### src/idrsp_regs.svh
// Word indices, field positions and fixed values of the identify parameter record.
// Assumes inclusion by the identify responder sources only.
`ifndef IDRSP_REGS_SVH
`define IDRSP_REGS_SVH

`define IDRSP_REC_WORDS     9'h100
`define IDRSP_W_CONFIG      8'h00
`define IDRSP_W_LCYL        8'h01
`define IDRSP_W_LHEAD       8'h03
`define IDRSP_W_LSECT       8'h06
`define IDRSP_W_SERIAL_LO   8'h0A
`define IDRSP_W_SERIAL_HI   8'h13
`define IDRSP_W_FW_LO       8'h17
`define IDRSP_W_FW_HI       8'h1A
`define IDRSP_W_MODEL_LO    8'h1B
`define IDRSP_W_MODEL_HI    8'h2E
`define IDRSP_W_MULT_MAX    8'h2F
`define IDRSP_W_CAPS        8'h31
`define IDRSP_W_VALID       8'h35
`define IDRSP_W_CUR_CYL     8'h36
`define IDRSP_W_CUR_HEAD    8'h37
`define IDRSP_W_CUR_SECT    8'h38
`define IDRSP_W_CUR_CAP_LO  8'h39
`define IDRSP_W_CUR_CAP_HI  8'h3A
`define IDRSP_W_MULT_CUR    8'h3B
`define IDRSP_W_LBA_LO      8'h3C
`define IDRSP_W_LBA_HI      8'h3D
`define IDRSP_W_MDMA        8'h3F
`define IDRSP_W_PIO         8'h40
`define IDRSP_W_MDMA_MIN    8'h41
`define IDRSP_W_MDMA_REC    8'h42
`define IDRSP_W_PIO_MIN     8'h43
`define IDRSP_W_PIO_IORDY   8'h44
`define IDRSP_W_QUEUE       8'h4B
`define IDRSP_W_MAJOR       8'h50
`define IDRSP_W_MINOR       8'h51
`define IDRSP_W_CMDSET      8'h52
`define IDRSP_W_UDMA        8'h58

`define IDRSP_CAPS_FIXED    16'h0300
`define IDRSP_CMDSET_MASK   16'h7FEF
`define IDRSP_MAJOR_MASK    16'h003C

`endif

### src/idrsp_pkg.sv
// Types shared by the identify responder.
// Assumes the constants header is compiled alongside.
package idrsp_pkg;

  typedef logic [15:0] idrsp_word_t;

  typedef enum logic [1:0] {
    IDRSP_IDLE = 2'b00,
    IDRSP_FILL = 2'b01,
    IDRSP_DRAIN = 2'b10,
    IDRSP_IRQ = 2'b11
  } idrsp_state_t;

endpackage : idrsp_pkg

### src/idrsp_skid.sv
// Two-entry buffer with valid and ready on both sides.
// Assumes one clock and a synchronous active-high reset.
`timescale 1ns/1ps
module idrsp_skid #(
  parameter int WIDTH = 16
) (
  // Clock and reset.
  input  wire logic             clk,
  input  wire logic             rst,
  // Filling side.
  input  wire logic             in_valid,
  output logic                  in_ready,
  input  wire logic [WIDTH-1:0] in_data,
  // Draining side.
  output logic                  out_valid,
  input  wire logic             out_ready,
  output logic      [WIDTH-1:0] out_data
);

  logic [WIDTH-1:0] mem [2];
  logic             wr_ptr;
  logic             rd_ptr;
  logic [1:0]       count;
  logic             next_wr_ptr;
  logic             next_rd_ptr;
  logic [1:0]       next_count;
  logic             push;
  logic             pop;

  assign in_ready  = (count != 2'h2);
  assign out_valid = (count != 2'h0);
  assign out_data  = mem[rd_ptr];
  assign push      = in_valid && in_ready;
  assign pop       = out_valid && out_ready;

  always_comb begin
    next_wr_ptr = wr_ptr ^ push;
    next_rd_ptr = rd_ptr ^ pop;
    next_count  = count + {1'b0, push} - {1'b0, pop};
  end

  always_ff @(posedge clk) begin
    if (rst) begin
      wr_ptr <= 1'b0;
      rd_ptr <= 1'b0;
      count  <= 2'h0;
    end else begin
      wr_ptr <= next_wr_ptr;
      rd_ptr <= next_rd_ptr;
      count  <= next_count;
    end
    if (push) begin
      mem[wr_ptr] <= in_data;
    end
  end

endmodule : idrsp_skid

### src/idrsp_top.sv
// Identify responder: builds the 256-word parameter record and streams it to the host.
// Assumes drive state arrives as stable same-clock ports and the host reads via a handshake.
//
// What this block does
// - On command: busy, fill record, raise data request, then pulse interrupt.
// - Reserved bits and reserved words return zero.
// - Word 0 gives packet type, removable, fixed controller, incomplete bits.
// - Words 1, 3, 6 give logical cylinders, heads, sectors per track.
// - Words 10-19 serial, 23-26 firmware, 27-46 model, ASCII.
// - Word 47 gives the largest multiple-sector count per interrupt.
// - Word 49 gives standby timer, IORDY flags; bits 9-8 are one.
// - Word 53 bits 2-0 validate words 88, 64-70, 54-58.
// - Words 54-56 current geometry, 57-58 current capacity.
// - Word 59 gives multiple setting valid flag and current setting.
// - Words 60-61 give total user-addressable sectors.
// - Word 63 gives selected and supported multi-word DMA modes.
// - Word 64 low byte lists advanced PIO modes supported.
// - Words 65-68 hold DMA and PIO cycle times in nanoseconds.
// - Word 75 low five bits hold maximum queue depth minus one.
// - Word 80 flags major versions 5 to 2; word 81 minor version.
// - Word 82 flags supported command sets; bit 4 is zero.
// - All-zero or all-one words 82 and 83 mean notification unsupported.
// - Word 88 gives selected and supported ultra DMA modes.
`timescale 1ns/1ps
`include "idrsp_regs.svh"
module idrsp_top (
  // Clock and reset.
  input  wire logic                  clk,
  input  wire logic                  rst,
  // Command strobe from the command decoder.
  input  wire logic                  cmd_start,
  // Drive identity and geometry.
  input  wire logic                  is_packet,
  input  wire logic                  removable,
  input  wire logic                  fixed_ctrl,
  input  wire logic                  resp_incomplete,
  input  wire logic [15:0]           log_cyl,
  input  wire logic [15:0]           log_head,
  input  wire logic [15:0]           log_sect,
  input  wire logic [159:0]          serial_str,
  input  wire logic [63:0]           fw_str,
  input  wire logic [319:0]          model_str,
  input  wire logic [7:0]            mult_max,
  // Capabilities.
  input  wire logic                  std_standby,
  input  wire logic                  iordy_sup,
  input  wire logic                  iordy_dis,
  input  wire logic [2:0]            field_valid,
  input  wire logic [15:0]           cur_cyl,
  input  wire logic [15:0]           cur_head,
  input  wire logic [15:0]           cur_sect,
  input  wire logic [31:0]           cur_cap,
  input  wire logic                  mult_valid,
  input  wire logic [7:0]            mult_cur,
  input  wire logic [31:0]           lba_total,
  input  wire logic [2:0]            mdma_sel,
  input  wire logic [2:0]            mdma_sup,
  input  wire logic [7:0]            pio_sup,
  input  wire logic [15:0]           mdma_min_ns,
  input  wire logic [15:0]           mdma_rec_ns,
  input  wire logic [15:0]           pio_min_ns,
  input  wire logic [15:0]           pio_iordy_ns,
  input  wire logic [4:0]            queue_depth_m1,
  input  wire logic [15:0]           major_ver,
  input  wire logic [15:0]           minor_ver,
  input  wire logic [15:0]           cmdset_sup,
  input  wire logic [5:0]            udma_sel,
  input  wire logic [5:0]            udma_sup,
  // Status toward the host register file.
  output logic                       busy,
  output logic                       data_req,
  output logic                       irq_pulse,
  // Record read port toward the host.
  output logic                       rd_valid,
  input  wire logic                  rd_ready,
  output idrsp_pkg::idrsp_word_t     rd_data
);
  import idrsp_pkg::*;

  // ---------------------------------------------------------------
  // Record word builder
  // ---------------------------------------------------------------
  // Strings are packed first character in the top byte of the vector,
  // and each word carries two characters, first in the high byte.
  function automatic idrsp_word_t str_word(input logic [319:0] s, input logic [7:0] i);
    return s[319 - 16 * i -: 16];
  endfunction : str_word

  // Keeps only the highest requested bit so two selected modes never show.
  function automatic logic [2:0] one_hot3(input logic [2:0] v);
    return v[2] ? 3'h4 : (v[1] ? 3'h2 : (v[0] ? 3'h1 : 3'h0));
  endfunction : one_hot3

  function automatic idrsp_word_t rec_word(input logic [7:0] idx);
    idrsp_word_t w;
    w = 16'h0000;
    if (idx == `IDRSP_W_CONFIG) begin
      w = {is_packet, 7'h00, removable, fixed_ctrl, 3'h0, resp_incomplete, 2'h0};
    end else if (idx == `IDRSP_W_LCYL) begin
      w = log_cyl;
    end else if (idx == `IDRSP_W_LHEAD) begin
      w = log_head;
    end else if (idx == `IDRSP_W_LSECT) begin
      w = log_sect;
    end else if (idx >= `IDRSP_W_SERIAL_LO && idx <= `IDRSP_W_SERIAL_HI) begin
      w = str_word({serial_str, 160'h0}, idx - `IDRSP_W_SERIAL_LO);
    end else if (idx >= `IDRSP_W_FW_LO && idx <= `IDRSP_W_FW_HI) begin
      w = str_word({fw_str, 256'h0}, idx - `IDRSP_W_FW_LO);
    end else if (idx >= `IDRSP_W_MODEL_LO && idx <= `IDRSP_W_MODEL_HI) begin
      w = str_word(model_str, idx - `IDRSP_W_MODEL_LO);
    end else if (idx == `IDRSP_W_MULT_MAX) begin
      w = {8'h00, mult_max};
    end else if (idx == `IDRSP_W_CAPS) begin
      w = `IDRSP_CAPS_FIXED | {2'h0, std_standby, 1'b0, iordy_sup, iordy_dis, 10'h000};
    end else if (idx == `IDRSP_W_VALID) begin
      w = {13'h0000, field_valid};
    end else if (idx == `IDRSP_W_CUR_CYL) begin
      w = cur_cyl;
    end else if (idx == `IDRSP_W_CUR_HEAD) begin
      w = cur_head;
    end else if (idx == `IDRSP_W_CUR_SECT) begin
      w = cur_sect;
    end else if (idx == `IDRSP_W_CUR_CAP_LO) begin
      w = cur_cap[15:0];
    end else if (idx == `IDRSP_W_CUR_CAP_HI) begin
      w = cur_cap[31:16];
    end else if (idx == `IDRSP_W_MULT_CUR) begin
      w = {7'h00, mult_valid, mult_cur};
    end else if (idx == `IDRSP_W_LBA_LO) begin
      w = lba_total[15:0];
    end else if (idx == `IDRSP_W_LBA_HI) begin
      w = lba_total[31:16];
    end else if (idx == `IDRSP_W_MDMA) begin
      w = {5'h00, one_hot3(mdma_sel), 5'h00, mdma_sup};
    end else if (idx == `IDRSP_W_PIO) begin
      w = {8'h00, pio_sup};
    end else if (idx == `IDRSP_W_MDMA_MIN) begin
      w = mdma_min_ns;
    end else if (idx == `IDRSP_W_MDMA_REC) begin
      w = mdma_rec_ns;
    end else if (idx == `IDRSP_W_PIO_MIN) begin
      w = pio_min_ns;
    end else if (idx == `IDRSP_W_PIO_IORDY) begin
      w = pio_iordy_ns;
    end else if (idx == `IDRSP_W_QUEUE) begin
      w = {11'h000, queue_depth_m1};
    end else if (idx == `IDRSP_W_MAJOR) begin
      w = major_ver & `IDRSP_MAJOR_MASK;
    end else if (idx == `IDRSP_W_MINOR) begin
      w = minor_ver;
    end else if (idx == `IDRSP_W_CMDSET) begin
      // Bit 15 is cleared by the mask, so this word can never read all ones,
      // and an input with no bits set other than 15 and 4 is the only way to report no notification.
      w = cmdset_sup & `IDRSP_CMDSET_MASK;
    end else if (idx == `IDRSP_W_UDMA) begin
      w = {2'h0, udma_sel, 2'h0, udma_sup};
    end
    return w;
  endfunction : rec_word

  // ---------------------------------------------------------------
  // Sequencer
  // ---------------------------------------------------------------
  idrsp_state_t state;
  idrsp_state_t next_state;
  logic [8:0]   fill_idx;
  logic [8:0]   next_fill_idx;
  logic [8:0]   read_cnt;
  logic [8:0]   next_read_cnt;
  logic         next_busy;
  logic         next_data_req;
  logic         next_irq_pulse;
  idrsp_word_t  buf_mem [256];
  logic         buf_wr;
  logic         fill_valid;
  logic         fill_ready;
  logic         rd_take;

  assign buf_wr  = (state == IDRSP_FILL);
  assign rd_take = rd_valid && rd_ready;

  always_comb begin
    next_state     = state;
    next_fill_idx  = fill_idx;
    next_read_cnt  = read_cnt;
    next_busy      = busy;
    next_data_req  = data_req;
    next_irq_pulse = 1'b0;
    fill_valid     = 1'b0;
    unique case (state)
      IDRSP_IDLE: begin
        if (cmd_start) begin
          next_busy     = 1'b1;
          next_fill_idx = 9'h000;
          next_state    = IDRSP_FILL;
        end
      end
      IDRSP_FILL: begin
        next_fill_idx = fill_idx + 9'h001;
        if (fill_idx == `IDRSP_REC_WORDS - 9'h001) begin
          next_fill_idx = 9'h000;
          next_read_cnt = 9'h000;
          next_data_req = 1'b1;
          next_busy     = 1'b0;
          next_state    = IDRSP_IRQ;
        end
      end
      IDRSP_IRQ: begin
        next_irq_pulse = 1'b1;
        next_state     = IDRSP_DRAIN;
      end
      IDRSP_DRAIN: begin
        // The host reads word by word through the buffer below.
        fill_valid = (fill_idx < `IDRSP_REC_WORDS);
        if (fill_valid && fill_ready) begin
          next_fill_idx = fill_idx + 9'h001;
        end
        if (rd_take) begin
          next_read_cnt = read_cnt + 9'h001;
          if (read_cnt == `IDRSP_REC_WORDS - 9'h001) begin
            next_data_req = 1'b0;
            next_state    = IDRSP_IDLE;
          end
        end
      end
    endcase
  end

  always_ff @(posedge clk) begin
    if (rst) begin
      state     <= IDRSP_IDLE;
      fill_idx  <= 9'h000;
      read_cnt  <= 9'h000;
      busy      <= 1'b0;
      data_req  <= 1'b0;
      irq_pulse <= 1'b0;
    end else begin
      state     <= next_state;
      fill_idx  <= next_fill_idx;
      read_cnt  <= next_read_cnt;
      busy      <= next_busy;
      data_req  <= next_data_req;
      irq_pulse <= next_irq_pulse;
    end
  end

  // Snapshot so the record stays coherent while the drive state changes.
  always_ff @(posedge clk) begin
    if (buf_wr) begin
      buf_mem[fill_idx[7:0]] <= rec_word(fill_idx[7:0]);
    end
  end

  // ---------------------------------------------------------------
  // Output buffer
  // ---------------------------------------------------------------
  // A host stall holds a word here rather than losing it.
  idrsp_skid #(
    .WIDTH (16)
  ) u_skid (
    .clk       (clk),
    .rst       (rst),
    .in_valid  (fill_valid),
    .in_ready  (fill_ready),
    .in_data   (buf_mem[fill_idx[7:0]]),
    .out_valid (rd_valid),
    .out_ready (rd_ready),
    .out_data  (rd_data)
  );

endmodule : idrsp_top

### config.mk
export PLATFORM = sky130hd
export DESIGN_NAME = idrsp_top
export DESIGN_NICKNAME = d
export VERILOG_FILES = /design/src/idrsp_pkg.sv /design/src/idrsp_skid.sv /design/src/idrsp_top.sv
export VERILOG_INCLUDE_DIRS = /design/src /design/src/src
export SDC_FILE = /design/constraint.sdc
export NUM_CORES = 2
export LEC_CHECK = 0
export BUFFER_PORTS_ARGS = -buffer_cell sky130_fd_sc_hd__buf_2
export CORE_MARGIN = 1.5
export CORE_UTILIZATION = 48
export DETAILED_ROUTE_END_ITERATION = 7
export PLACE_DENSITY = 0.64
export SLEW_MARGIN = 10
export SYNTH_ARGS = -nofsm -noshare
export SYNTH_HDL_FRONTEND = slang
export SYNTH_HIERARCHICAL = 1
export SYNTH_MEMORY_MAX_BITS = 65536
export SYNTH_SLANG_ARGS = --single-unit
export TNS_END_PERCENT = 50
### constraint.sdc
create_clock -name clk -period 40.9 [get_ports clk]
set_input_delay 8.18 -clock clk [delete_from_list [all_inputs] [get_ports clk]]
set_output_delay 8.18 -clock clk [all_outputs]
set_load 0.01 [all_outputs]
== Word level (Yosys, flattened, before mapping) ==
Memory sizes are Yosys's and may differ from the RTL's. A register that Yosys moved wholly into a read port is not among the register bits.
Cells that the tools add are included.
Widths: inputs -> output; s select.

* Bits in writable memories: 4128
* Register bits after elaboration: 27
* Memories: 2
* Output and inout bits: 20
* Word-level logic and storage cells: 147
* Bits of input ports: 878

* Eq/ne operators: 36
* Reduce and logical (&&, ||, !) cells: 17
* Shift operators: 3
* Add/sub/neg operators: 10
* $lt $le $gt $ge: 7
* Multiplexer cells: 61
* Bitwise operators: 2

{| class="wikitable"
|+ Memories
! name !! words !! bits a word !! read ports !! clocked after Yosys merged registers in !! write ports !! RTL line !! text
|-
| buf_mem || 256 || 16 || 1 || 1 || 1 || idrsp_top.sv:173 || <nowiki>idrsp_word_t buf_mem [256];</nowiki>
|-
| u_skid.mem || 2 || 16 || 1 || 1 || 1 || idrsp_skid.sv:20 || <nowiki>logic [WIDTH-1:0] mem [2];</nowiki>
|}

{| class="wikitable"
|+ Operator list
! cell !! count
|-
| $shiftx 335x33->16 || 3
|-
| $mux 16 || 28
|-
| $eq 8x6->1 const B || 12
|-
| $eq 8x7->1 const B || 10
|-
| $mux 9 || 5
|-
| $sub 9x12->13 const A || 3
|-
| $pmux 9 s3 || 1
|-
| $add 9x1->9 const B || 2
|-
| $eq 9x8->1 const B || 2
|-
| $pmux 9 s2 || 1
|-
| $ge 8x5->1 const B || 2
|-
| $le 8x5->1 const B || 2
|-
| $mux 8 || 2
|-
| $sub 8x5->8 const B || 2
|-
| $mux 15 || 1
|-
| $mux 14 || 1
|-
| $mux 1 || 13
|-
| $mux 2 || 5
|-
| $lt 9x9->1 const B || 1
|-
| $reduce_and 3->1 || 3
|-
| $eq 8x1->1 const B || 1
|-
| $eq 8x2->1 const B || 1
|-
| $eq 8x3->1 const B || 1
|-
| $ge 8x4->1 const B || 1
|-
| other kinds (18) || 33
|}

== Longest topological paths before layout ==
* Depth after elaboration: 31
* Mapped depth: 19
* Mapped depth without buffers: 12

== Cells and area by module ==
The synthesis kept the hierarchy.

{| class="wikitable"
|+ Modules (own cells, without submodules)
! module !! sequential area each (sq um) !! area each (sq um) !! cells each !! times used
|-
| idrsp_top || 123618.6 || 166500.9 || 7411 || 1
|-
| idrsp_skid || 1041.0 || 1387.6 || 77 || 1
|}

== Worst setup path before layout ==
Ideal clock, no wire load.

* Kind: input to register
* Start: in queue_depth_m1[3]
* End: mem buf_mem[0][3] (netlist name), data pin
* Setup slack: 5572 ps
* Buffers on the path: 0
* Arrival time: 30859 ps
* Setup time: 4469 ps
* Stages: 8
* Data required time: 36431 ps
* Path through: nand2_1 o21ai_0 a22oi_1 o32ai_1 a222oi_1 o211ai_1 o21ai_0 a2111oi_0

* Longest elaborated chain between the ends: 26

{| class="wikitable"
|+ Ends and longest elaborated chain
! what !! RTL line !! text
|-
| start, declared || idrsp_top.sv:63 || <nowiki>input wire logic [4:0] queue_depth_m1,</nowiki>
|-
| $mux 16 || idrsp_top.sv:145 || <nowiki>end else if (idx == `IDRSP_W_QUEUE) begin</nowiki>
|-
| $mux 16 || idrsp_top.sv:143 || <nowiki>end else if (idx == `IDRSP_W_PIO_IORDY) begin</nowiki>
|-
| $mux 16 || idrsp_top.sv:141 || <nowiki>end else if (idx == `IDRSP_W_PIO_MIN) begin</nowiki>
|-
| $mux 16 || idrsp_top.sv:139 || <nowiki>end else if (idx == `IDRSP_W_MDMA_REC) begin</nowiki>
|-
| $mux 16 || idrsp_top.sv:137 || <nowiki>end else if (idx == `IDRSP_W_MDMA_MIN) begin</nowiki>
|-
| $mux 16 || idrsp_top.sv:135 || <nowiki>end else if (idx == `IDRSP_W_PIO) begin</nowiki>
|-
| $mux 16 || idrsp_top.sv:133 || <nowiki>end else if (idx == `IDRSP_W_MDMA) begin</nowiki>
|-
| $mux 16 || idrsp_top.sv:131 || <nowiki>end else if (idx == `IDRSP_W_LBA_HI) begin</nowiki>
|-
| (+10 left out) || n/a ||
|-
| $mux 16 || idrsp_top.sv:109 || <nowiki>end else if (idx >= `IDRSP_W_MODEL_LO && idx <= `IDRSP_W_MODEL_HI) begin</nowiki>
|-
| $mux 16 || idrsp_top.sv:107 || <nowiki>end else if (idx >= `IDRSP_W_FW_LO && idx <= `IDRSP_W_FW_HI) begin</nowiki>
|-
| $mux 16 || idrsp_top.sv:105 || <nowiki>end else if (idx >= `IDRSP_W_SERIAL_LO && idx <= `IDRSP_W_SERIAL_HI) begin</nowiki>
|-
| $mux 16 || idrsp_top.sv:103 || <nowiki>end else if (idx == `IDRSP_W_LSECT) begin</nowiki>
|-
| $mux 16 || idrsp_top.sv:101 || <nowiki>end else if (idx == `IDRSP_W_LHEAD) begin</nowiki>
|-
| $mux 16 || idrsp_top.sv:99 || <nowiki>end else if (idx == `IDRSP_W_LCYL) begin</nowiki>
|-
| $mux 16 || idrsp_top.sv:97 || <nowiki>if (idx == `IDRSP_W_CONFIG) begin</nowiki>
|-
| $mux 16 || idrsp_top.sv:249 || <nowiki>if (buf_wr) begin</nowiki>
|-
| end, declared || idrsp_top.sv:173 ||
|}

Every way passes these cells. The select of a mux whose other input is x is not followed.

== Final worst setup path ==
* Start: in serial_str[46]
* End: mem buf_mem[187][14] (netlist name), data pin

* Longest elaborated chain between the ends: 7

{| class="wikitable"
|+ Ends and longest elaborated chain
! what !! RTL line !! text
|-
| start, declared || idrsp_top.sv:40 || <nowiki>input wire logic [159:0] serial_str,</nowiki>
|-
| $shiftx 335x33->16 || idrsp_top.sv:86 || <nowiki>return s[319 - 16 * i -: 16];</nowiki>
|-
| $mux 16 || idrsp_top.sv:105 ||
|-
| $mux 16 || idrsp_top.sv:103 ||
|-
| $mux 16 || idrsp_top.sv:101 ||
|-
| $mux 16 || idrsp_top.sv:99 ||
|-
| $mux 16 || idrsp_top.sv:97 ||
|-
| $mux 16 || idrsp_top.sv:249 ||
|}

Every way passes these cells. The select of a mux whose other input is x is not followed.

==> results.txt <==
Synth unique cells: 87
Ys async rst share: 0
Die Span Y: 594 um
# IOs: 898
Die W: 594 um
Row count: 216
Number of buffers inserted to repair setup after CTS: 0
Worst voltage drop across the vdd grid: 0.0000664 V
Cell accounting for the most synthesized area: sky130_fd_sc_hd__edfxtp_1
Worst-Margin Slew: 1440 ps
Hold Path Cell Cnt: 2
MaxCap Viol Count: 0
Number of iterations in the first detailed-routing pass: 6
Vias in the first global route: 87200
Leak Pwr: 57.7 nW
Worst slack on hold paths: 488 ps
Class of the worst hold path: register to register
Result of the run: completed
Endpoint of the lowest-slack register-to-register path: u_skid/mem[1][4]$_DFFE_PP_
Mean instance size in the synthesized netlist: 22.4 um^2
Critical path arrival: 12950 ps
Reg2Reg Depth: 12
Clock transition at the registers of the reported paths: 60 ps
Unrepaired setup endpoints after global routing: no
Number of buffers inserted for hold repair after clock tree synthesis: 0
Synth area leaders: sky130_fd_sc_hd__edfxtp_1 (74%), sky130_fd_sc_hd__mux4_2 (20%), sky130_fd_sc_hd__nor2_1 (0.81%), sky130_fd_sc_hd__clkbuf_1 (0.63%), sky130_fd_sc_hd__dfxtp_1 (0.42%)
Slew margin rel.: 0.0432
Number of hold-slack violations in the final timing report: 0
Flops & latches, synth: 4163
Count of instances resized after the clock tree is built: 0
Proportion of synthesized chip area in sequential cells: 0.743
Most frequent cell after synthesis: sky130_fd_sc_hd__edfxtp_1
Worst slack at placement: 27760 ps
Level count of the clock H-tree: 5
Slowest Stage Delay on Critical Path: 1080 ps
Area growth syn-to-layout: 15.3%
Setup violators final: 0
TritonCTS clock tree: built
Setup TNS after final layout: 0 ps
Slowest stage cell, crit path: sky130_fd_sc_hd__o22ai_1
Die Outline Area: 353000 um^2
Clock skew after layout: 57.6 ps
Top cell by count, worst path: sky130_fd_sc_hd__buf_4
Clock buffers created by TritonCTS: 411
Yosys top cell area share: 0.738
Top cells by count, synth: sky130_fd_sc_hd__edfxtp_1 (4128), sky130_fd_sc_hd__mux4_2 (1484), sky130_fd_sc_hd__nor2_1 (362)
Count of buffers inserted at the top-level ports: 883
Summed area of non-filler cells in the final layout: 194000 um^2
DRC violation count after routing: 0
Number of synthesized flops with an enable pin: 4128
Type of element capturing the critical path: register
Clock sink count: 4163
Largest driver fanout on the critical path: 97
Top_reg_cell synth: sky130_fd_sc_hd__edfxtp_1
Power density over the cells: 52.7 nW/um^2
Syn Inst Count: 7488
Number of filler cells placed in the layout: 25900
Number of antenna violations at the first check in global routing: 189
Library cell used as clock root buffer: sky130_fd_sc_hd__clkbuf_16
Worst Hold Endpoint: data_req$_SDFFE_PP0P_
Total GRT Usage: 0.293
Post-DR vias/cell: 6.32
Share of final-layout standard cells stronger than drive strength 1: 0.384
Crit path launch type: primary input
Period utilization: 0.301
Final period demand of the worst path: 12320 ps
Total number of yosys warnings: 6
Beginning of the worst hold path: data_req$_SDFFE_PP0P_
Final wirelength: 520000 um
Drt first-iter violations: 11700
Number of vias in the routed layout: 87600
Post-DRT Antenna Nets: 0
Post-layout nets: 9612
Estimated wirelength of the detail-placed design: 351000 um
Placed instance area: 180000 um^2
Count of pins over their slew limit: 0
Standard cell core area: 347000 um^2
Global-route congestion overflow total: 0
Critical Path, Cell by Cell: buf_2 -> mux4_2 -> a22oi_1 -> o22ai_1 -> a221oi_1 -> nand2_1 -> o31a_2 -> buf_4 -> buf_4 -> buf_4
Clock latency of the later-clocked register in the worst-skew pair: 950 ps
Data required time of the critical path: 41530 ps
Buffer depth of the longest clock path: 4
Worst Setup Slack, final: 28580 ps
Dominant delay contributor by cell family on the critical path: buffers and inverters
Cell Area, Synth: 168000 um^2
Wire length of the first global-routing pass: 712000 um
Worst path bufs/invs: 4
Routability-driven placement congestion ratio: 0.984
Mapped Nets: 8387
Startpoint-to-endpoint class of the critical path: primary input to register
Starting density of the core: 0.484
Routed length per instance: 37.5 um
Maximum number of pins on one net before global-route repair: 256
Highest clock frequency the design can meet: 81.2 MHz
Register-to-register setup slack: 31470 ps
-- per-stage QoR --
| stage | util | total power [mW] | std cells |
|---|---|---|---|
| 6_report | 0.558 | 10.2 | 13900 |
| 5_1_grt | 0.558 | 10.5 | 13800 |
| 4_1_cts | 0.556 | 10.3 | 13600 |
| 3_5_place_dp | 0.518 | 6.56 | 12900 |
| 3_3_place_gp | 0.518 | 6.52 | 12900 |
| 2_1_floorplan | - | 6.07 | 7488 |
-- per-layer routing --
metal / vias up / global-route usage / wire length (um)
met2: 4518 / 0.442 / 239000
li1: 35000 / - / -
met1: 47100 / 0.414 / 207000
met4: 30 / 0.147 / 29700
met5: - / 0 / 193
met3: 856 / 0.0548 / 44400
-- power breakdown --
part	switching, mW	internal (mW)	leakage (nW)
logic	0.931	0.624	15.3
registers	0.0204	4.88	35.8
clock network	1.58	2.17	6.57
-- kinds of logic after synthesis --
| group | share of synthesized area |
|---|---|
| xor gates and xnor gates | 0.00113 |
| AOI/OAI and AO/OA | 0.0204 |
| adders and majority gates | 0.00157 |
| muxes | 0.202 |
| DFF | 0.743 |
| buffers and inverters | 0.0126 |
| and+or+nand+nor | 0.0197 |
-- worst min-delay path: cells and delay by family (launching register included) --
kind,cells,cell delay [ps]
AO/OA/AOI/OAI,2,130
flip-flops,1,310
-- worst max path at each step --
| stage | startpoint | end | slack [ps] | cells after the start |
|---|---|---|---|---|
| 2_1_floorplan | queue_depth_m1[3] | buf_mem[0][3]$_DFFE_PP_ | 5570 | 8 |
| 3_3_place_gp | lba_total[16] | buf_mem[96][0]$_DFFE_PP_ | 28030 | 11 |
| 3_5_place_dp | pio_min_ns[14] | buf_mem[185][14]$_DFFE_PP_ | 27760 | 12 |
| 4_1_cts | pio_min_ns[14] | buf_mem[185][14]$_DFFE_PP_ | 28780 | 12 |
| 5_1_grt | pio_min_ns[14] | buf_mem[185][14]$_DFFE_PP_ | 28450 | 12 |
| 6_report | serial_str[46] | buf_mem[187][14]$_DFFE_PP_ | 28580 | 10 |
-- cells in the final DEF, fill, tap and decap left out, types with 28 or more instances in the layout --
cell and count:
sky130_fd_sc_hd__clkinv_1 104, sky130_fd_sc_hd__clkbuf_16 420, sky130_fd_sc_hd__a22oi_1 62, sky130_fd_sc_hd__o21ai_0 94
sky130_fd_sc_hd__inv_1 33, sky130_fd_sc_hd__mux4_2 1484, sky130_fd_sc_hd__edfxtp_1 4128, sky130_fd_sc_hd__nor3_1 28
sky130_fd_sc_hd__a21oi_1 108, sky130_fd_sc_hd__nand2_1 148, sky130_fd_sc_hd__mux2_2 36, sky130_fd_sc_hd__clkbuf_1 73
sky130_fd_sc_hd__bufinv_16 45, sky130_fd_sc_hd__o22ai_1 32, sky130_fd_sc_hd__buf_4 390, sky130_fd_sc_hd__nor2_1 344
sky130_fd_sc_hd__clkinv_2 82, sky130_fd_sc_hd__buf_2 883, sky130_fd_sc_hd__diode_2 219, sky130_fd_sc_hd__nand3_1 58
-- state kept, by name, summed over array words and instances (netlist names), named ones only --
name and flops:
u_skid/wr_ptr 1, busy 1, buf_mem 4096, fill_idx 9
state 2, data_req 1, u_skid/mem 32, u_skid/rd_ptr 1
irq_pulse 1, read_cnt 9, u_skid/count 2
-- final cells by class --
class,instances,area [um^2],share of cell area
Timing Repair Buffer,1289,7660,0.0396
Clock buffer,497,10800,0.0560
Multi-Input combinational cell,2813,41500,0.214
Tap cell,4578,5730,0.0296
Sequential cell,4163,125000,0.644
Inverter,35,131,0.000678
Antenna cell,219,548,0.00283
Clock inverter,260,2540,0.0131
Note: power is estimated with default switching activity, not from simulation.
